===== src/common/gio_port_map.vh =====
// Register map, field layout and reset values of the GPIO port
`ifndef GIO_PORT_MAP_VH
`define GIO_PORT_MAP_VH

// ----------------------------------------
// Port geometry
// ----------------------------------------
`define GIO_PINS          8

// ----------------------------------------
// Register byte offsets
// ----------------------------------------
`define GIO_OFF_SAMPLE    12'h000
`define GIO_OFF_DIR       12'h004
`define GIO_OFF_VALUE     12'h008
`define GIO_OFF_CTRL      12'h00C
`define GIO_OFF_EXTEN     12'h010
`define GIO_OFF_EXTMODE   12'h014
`define GIO_OFF_STATUS    12'h018
`define GIO_OFF_MASK      12'h01C

// ----------------------------------------
// Control register fields
// ----------------------------------------
`define GIO_CTRL_PUD      0
`define GIO_CTRL_SLEEP    1

// ----------------------------------------
// Reset values
// ----------------------------------------
`define GIO_RST_BYTE      8'h00
`define GIO_RST_CTRL      2'h0
`define GIO_RST_OUTEN     8'hFF
`define GIO_RST_WORD      32'h00000000

`endif


===== src/hdl/gio_port.v =====
// One eight-pin general digital I/O port with APB register access
`timescale 1ns/1ps
`default_nettype none
`include "gio_port_map.vh"

module gio_port (
  // Clock and reset
  input  wire        clk,
  input  wire        rst_n,
  // APB slave
  input  wire        psel,
  input  wire        penable,
  input  wire        pwrite,
  input  wire [11:0] paddr,
  input  wire [31:0] pwdata,
  output reg  [31:0] prdata,
  output reg         pready,
  output reg         pslverr,
  // Pads
  input  wire [7:0]  padIn,
  output reg  [7:0]  padOut,
  output reg  [7:0]  padOutEn_n,
  output reg  [7:0]  padPullUp,
  // Interrupt
  output reg         irq
);

  // ----------------------------------------
  // Storage
  // ----------------------------------------
  reg  [7:0] pinDir;
  reg  [7:0] pinVal;
  reg  [7:0] syncLatch;
  reg  [7:0] pinSample;
  reg        pullupDisable;
  reg        sleepClamp;
  reg  [7:0] extEnable;
  reg  [7:0] extAnyEdge;
  reg  [7:0] status;
  reg  [7:0] mask;
  reg  [7:0] prevSample;
  reg  [1:0] ctrl;

  wire       wrEn = psel & penable & pwrite;
  wire       rdEn = psel & ~penable & ~pwrite;

  // ----------------------------------------
  // Address decode
  // ----------------------------------------
  function mapped;
    input [11:0] a;
    begin
      mapped = (a <= `GIO_OFF_MASK) && (a[1:0] == 2'h0);
    end
  endfunction

  function hit;
    input [11:0] a;
    input [11:0] off;
    begin
      hit = (a == off);
    end
  endfunction

  // ----------------------------------------
  // Pin drive and pull-up
  // ----------------------------------------
  wire [7:0] next_padOutEn_n = ~pinDir;
  wire [7:0] next_padOut     = pinVal & pinDir;
  wire [7:0] next_padPullUp  = ~pinDir & pinVal & {8{~pullupDisable}};

  // Clamp to ground in deep sleep unless the external interrupt is enabled
  wire [7:0] schmitt = padIn & ~({8{sleepClamp}} & ~extEnable);

  always @(posedge clk or negedge rst_n) begin
    if (!rst_n) begin
      padOutEn_n <= `GIO_RST_OUTEN;
      padOut     <= `GIO_RST_BYTE;
      padPullUp  <= `GIO_RST_BYTE;
    end else begin
      padOutEn_n <= next_padOutEn_n;
      padOut     <= next_padOut;
      padPullUp  <= next_padPullUp;
    end
  end

  // ----------------------------------------
  // Input synchroniser
  // ----------------------------------------
  // Falling-edge capture holds what the high-transparent latch holds
  always @(negedge clk or negedge rst_n) begin
    if (!rst_n) begin
      syncLatch <= `GIO_RST_BYTE;
    end else begin
      syncLatch <= schmitt;
    end
  end

  always @(posedge clk or negedge rst_n) begin
    if (!rst_n) begin
      pinSample  <= `GIO_RST_BYTE;
      prevSample <= `GIO_RST_BYTE;
    end else begin
      pinSample  <= syncLatch;
      prevSample <= pinSample;
    end
  end

  // ----------------------------------------
  // Registers written by software
  // ----------------------------------------
  always @(posedge clk or negedge rst_n) begin
    if (!rst_n) begin
      pinDir     <= `GIO_RST_BYTE;
      pinVal     <= `GIO_RST_BYTE;
      ctrl       <= `GIO_RST_CTRL;
      extEnable  <= `GIO_RST_BYTE;
      extAnyEdge <= `GIO_RST_BYTE;
      mask       <= `GIO_RST_BYTE;
    end else if (wrEn) begin
      if (hit(paddr, `GIO_OFF_SAMPLE)) begin
        pinVal <= pinVal ^ pwdata[7:0];
      end else if (hit(paddr, `GIO_OFF_DIR)) begin
        pinDir <= pwdata[7:0];
      end else if (hit(paddr, `GIO_OFF_VALUE)) begin
        pinVal <= pwdata[7:0];
      end else if (hit(paddr, `GIO_OFF_CTRL)) begin
        ctrl <= pwdata[1:0];
      end else if (hit(paddr, `GIO_OFF_EXTEN)) begin
        extEnable <= pwdata[7:0];
      end else if (hit(paddr, `GIO_OFF_EXTMODE)) begin
        extAnyEdge <= pwdata[7:0];
      end else if (hit(paddr, `GIO_OFF_MASK)) begin
        mask <= pwdata[7:0];
      end
    end
  end

  always @* begin
    pullupDisable = ctrl[`GIO_CTRL_PUD];
    sleepClamp    = ctrl[`GIO_CTRL_SLEEP];
  end

  // ----------------------------------------
  // External interrupt flags
  // ----------------------------------------
  // Edge pins flag any change of the sampled level, so releasing the clamp
  // on a high pin sets the flag even while the interrupt is disabled
  wire [7:0] pinEdge = (pinSample ^ prevSample) & extAnyEdge;
  wire [7:0] wrClr   = (wrEn && hit(paddr, `GIO_OFF_STATUS)) ? pwdata[7:0] : 8'h00;

  always @(posedge clk or negedge rst_n) begin
    if (!rst_n) begin
      status <= `GIO_RST_BYTE;
      irq    <= 1'b0;
    end else begin
      status <= (status & ~wrClr) | pinEdge;
      irq    <= |(((status & ~wrClr) | pinEdge) & mask);
    end
  end

  // ----------------------------------------
  // APB read and answer
  // ----------------------------------------
  always @(posedge clk or negedge rst_n) begin
    if (!rst_n) begin
      prdata  <= `GIO_RST_WORD;
      pready  <= 1'b0;
      pslverr <= 1'b0;
    end else begin
      pready  <= psel & ~penable;
      pslverr <= psel & ~penable & ~mapped(paddr);
      if (rdEn) begin
        if (hit(paddr, `GIO_OFF_SAMPLE)) begin
          prdata <= {24'h000000, pinSample};
        end else if (hit(paddr, `GIO_OFF_DIR)) begin
          prdata <= {24'h000000, pinDir};
        end else if (hit(paddr, `GIO_OFF_VALUE)) begin
          prdata <= {24'h000000, pinVal};
        end else if (hit(paddr, `GIO_OFF_CTRL)) begin
          prdata <= {30'h00000000, ctrl};
        end else if (hit(paddr, `GIO_OFF_EXTEN)) begin
          prdata <= {24'h000000, extEnable};
        end else if (hit(paddr, `GIO_OFF_EXTMODE)) begin
          prdata <= {24'h000000, extAnyEdge};
        end else if (hit(paddr, `GIO_OFF_STATUS)) begin
          prdata <= {24'h000000, status};
        end else if (hit(paddr, `GIO_OFF_MASK)) begin
          prdata <= {24'h000000, mask};
        end else begin
          prdata <= 32'h00000000;
        end
      end
    end
  end

endmodule
`default_nettype wire


===== config.mk =====
export PLATFORM = sky130hd
export DESIGN_NAME = gio_port
export DESIGN_NICKNAME = d
export VERILOG_FILES = /design/src/hdl/gio_port.v
export VERILOG_INCLUDE_DIRS = /design/src /design/src/common
export SDC_FILE = /design/constraint.sdc
export NUM_CORES = 1
export LEC_CHECK = 0
export BUFFER_PORTS_ARGS = -buffer_cell sky130_fd_sc_hd__buf_2
export CAP_MARGIN = 20
export CELL_PAD_IN_SITES_DETAIL_PLACEMENT = 2
export CELL_PAD_IN_SITES_GLOBAL_PLACEMENT = 2
export CORE_AREA = 4 4 119 121
export CTS_BUF_LIST = sky130_fd_sc_hd__clkbuf_2 sky130_fd_sc_hd__clkbuf_4 sky130_fd_sc_hd__clkbuf_8
export DETAILED_ROUTE_END_ITERATION = 8
export DIE_AREA = 0 0 123 125
export GPL_TIMING_DRIVEN = 0
export PLACE_DENSITY = 0.87
export SLEW_MARGIN = 20
export SYNTH_ARGS = -nofsm -noshare
export SYNTH_HDL_FRONTEND = slang
export SYNTH_SLANG_ARGS = --single-unit
export TNS_END_PERCENT = 5

===== constraint.sdc =====
create_clock -name clk -period 3.34 [get_ports clk]
set_input_delay 0.501 -clock clk [delete_from_list [all_inputs] [get_ports clk]]
set_output_delay 0.501 -clock clk [all_outputs]
set_load 0.05 [all_outputs]

Word-level counts from Yosys, hierarchy flattened. Cells that the tools add are included. W data, S select, Z words.

Register bits: 133. Output and inout bits: 59.

$lt $le $gt $ge: 1. Equality and inequality tests: 8. Muxes and demuxes: 12. Bitwise logic cells: 30. Reduce and logical (&&, ||, !) cells: 12.

Operators with widths (number): $mux W8 (12); $and A8 B8 Y8 (8); $eq A12 B5 Y1 const B (4); $not A8 Y8 (4); $eq A12 B4 Y1 const B (2); $xor A8 B8 Y8 (2); $eq A12 B3 Y1 const B (1); $le A12 B5 Y1 const B (1); $logic_not A12 Y1 (1); $not A1 Y1 (10); $or A8 B8 Y8 (1); $reduce_and A8 Y1 (1); $reduce_or A8 Y1 (1); $reduce_and A7 Y1 (1); $reduce_and A3 Y1 (2); $reduce_and A6 Y1 (1); $and A1 B1 Y1 (5); $reduce_and A5 Y1 (1); $logic_and A1 B1 Y1 (2); $logic_not A2 Y1 (1); $ne A2 B2 Y1 const B (1); $reduce_bool A2 Y1 (1).

Logic depth before layout (Yosys ltp).
Depth after elaboration: 9. Depth in mapped cells: 7. Mapped depth without buffers: 5.

==> results.toml <==
[critical_path]
required_ns = 2.24
r2r_slack_ns = 0.43
start_kind = "primary input"
slowest_stage = "dlygate4sd3_1"
r2r_end = "syncLatch[3]$_DFF_NN0_"
r2r_start = "ctrl[1]$_DFFE_PN0P_"
cp-startpoint = "rst_n"
reg2reg_depth = 2
cp_max_fo = 84
crit_path_end_kind = "asynchronous set/reset pin"
path_cells = "dlygate4sd3_1, buf_6, buf_16"
slowest_delay_ns = 0.57
cp_data_arrival_time_ns = 1.80
setup.worst_path.class = "primary input to asynchronous set/reset pin"

[final_layout]
nNetsFinal = 598
drive_gt1_share_pct = 29.5
area_growth_pct = 17.8
n_fill_cell = 1393
antenna_cells = 0
final_util_pct = 44.3

[global_route]
grt_max_degree = 85
grt_pass1_wl_mm = 23.6
grt_pass1_vias = 4228
grt_use_total_pct = 20.0
grt_antenna_before_repair = 0
globalRoute.totalOverflow = 0

[drt]
num_vias = 3804
dr.pass1.iters = 4
final_antenna_net_count = 0
routed_wl_mm = 14.9
wire_per_inst_um = 20.6
vias_per_cell = 5.27
drt-initial-drc-count = 214
drc = 0

[placed_design]
gp_congestion = 0.814
dp_slack_ns = 0.343
dp_hpwl_mm = 10.5
portBuffers = 64

[min_path]
min-delay-start = "pinSample[5]$_DFF_PN0_"
hp-class = "flop to flop"
hold_end = "prevSample[5]$_DFF_PN0_"
holdPathStages = 0

[yosys]
synth_commonest_cells = "dfrtp_1, nand2_1, mux2_2"
syn_area_per_cell_sq_um = 11.2
synth_area_sq_mm = 0.00491
synth-edff-count = 0
yosys.cell_types.count = 48
synth_area_leaders = "dfrtp_1, mux2_2, dfstp_2, dfrtn_1, buf_4"
yosys_warnings = 0
synth_top_area_share_pct = 47.4
synthAdderAreaFrac_pct = 0
synth_top_family_by_area = "simple AND/OR/NAND/NOR gates"
synthFlopType = "dfrtp_1"
synth_area_leader_cell = "dfrtp_1"
synth-async-reset-ratio_pct = 100
ys_seq_area_share_pct = 55.7
synth_xor_xnor_area_share_pct = 1.43
synth-simple-area-share_pct = 14.5
netlist_instances = 440
synth_seq_cells = 109
yosys-mux-area-fraction_pct = 9.27
synth_compound_area_share_pct = 11.6
yosysMostFrequentCell = "dfrtp_1"

[floorplanning]
placementRows = 42
die_area_sq_mm = 0.0154
io_pins = 116
fp.dieW_um = 123
dieHeight_um = 125
start_util_pct = 37.6
design.core.area_sq_mm = 0.0131

[clock_network]
clkLatencyLatePin_ns = 0.37
postCtsResizedCells = 0
cts_buffers = 9
clk_pin_slew_ns = 0.09
htreeDepth = 3
cts-root-buf = "clkbuf_8"
clockBufferDepth = 2
clkSinkCount = 109
cts_tree = "done"

[sta]
slew_headroom_pct = 42.0
setup_viol = 0
tightest_slew_ns = 0.864
worst_clock_skew_ns = 0.0236
fin_ws_ns = 0.432
slew_violations = 0
hold_violations = 0
setup-tns-final_ns = 0
rsz0062_at_grt = "false"
whs_ns = 0.439

[pwr]
power.density_mw_per_mm2 = 433
irDropWorstVdd_mv = 0.222
finalPower_w = 0.00251
leakage_nw = 2.76

[status]
status = "finished clean"

[flow_run]
drv_cap = 0
==> flip-flops by register name, summed over array words and instances (netlist names), 2 cells and up <==
name and flops:
pinVal 8, padOut 8, padOutEn_n 8, syncLatch 8, prevSample 8, status 8
extAnyEdge 8, ctrl 2, pinDir 8, mask 8, extEnable 8, pinSample 8
prdata 8, padPullUp 8
==> metal layers <==
layer	track usage [%]	share of wire [%]	up-vias
met3	3.30	4.2	37
met2	34.5	53	106
met4	8.34	3.1	0
met1	24.5	40	1981
li1	-	-	1680
met5	0	0	-
==> layout make-up <==
class                   instances  area, sq um  area share [%]
plain buffers                  45          280            4.84
clock buffers                  13          154            2.66
clock inverters                 3         40.0           0.691
inverters                      23         86.3            1.49
multi-input cells             286         1900            32.9
flip-flops and latches        109         2740            47.3
well taps                     176          220            3.80
repair buffers                 67          369            6.37
==> cell usage in the layout (no fill, tap or decap), types with 5 or more instances in the layout <==
master,count
nand2_1,47
nand3_1,20
inv_1,23
nor2b_1,5
o41ai_1,5
buf_4,24
conb_1,24
a21oi_1,22
mux2i_1,14
a22oi_1,6
clkbuf_1,11
o211ai_1,5
o21ai_0,17
xor2_1,8
nor2_1,19
a311oi_1,7
mux2_2,26
dfstp_2,8
a21boi_0,13
nor3b_1,8
dfrtp_1,93
dfrtn_1,8
clkbuf_8,9
o2111ai_1,6
buf_2,69
and2_1,8
==> worst max path at each step <==
stage               cells past startpoint                      to  slack (ns)
floorplan                               2  syncLatch[0]$_DFF_NN0_        0.88
global placement                        1  syncLatch[7]$_DFF_NN0_       -0.94
detailed placement                      7   pinVal[6]$_DFFE_PN0P_        0.34
CTS                                     2  syncLatch[6]$_DFF_NN0_        0.35
global route                            2  syncLatch[6]$_DFF_NN0_        0.32
finish                                  3  syncLatch[7]$_DFF_NN0_        0.43
==> through the flow <==
step           instances  cell area, sq um
3_5_place_dp         705              5590
3_3_place_gp         703              5540
6_report             722              5790
2_1_floorplan        463              5000
4_1_cts              722              5790
5_1_grt              722              5790
==> worst max-delay path, delay by kind of cell <==
kind	cells	cell delay, ns
buffers and inverters	3	1.20
==> cell families (layout without fill, tap and decap cells) <==
| logic type | Yosys count | after routing |
|---|---|---|
| multiplexers | 41 | 41 |
| other | 1 | 24 |
| AND/OR/NAND/NOR | 129 | 129 |
| XOR/XNOR | 8 | 8 |
| AO/OA/AOI/OAI | 84 | 84 |
| flip-flops | 109 | 109 |
| buffers and inverters | 68 | 151 |
==> power breakdown <==
part / switching, W / internal [W]
registers: 0.0000225 / 0.00135
clock network: 0.000436 / 0.000379
logic: 0.000236 / 0.0000830
total: 0.000694 / 0.00181
==> timing repair <==
action / in CTS / in global routing
endpoints found under the hold margin: 22 / 0
hold buffers: 1 / 0
buffers inserted: 0 / 0
setup endpoints to repair: 0 / 0
Note: power is estimated with default switching activity, not from simulation.
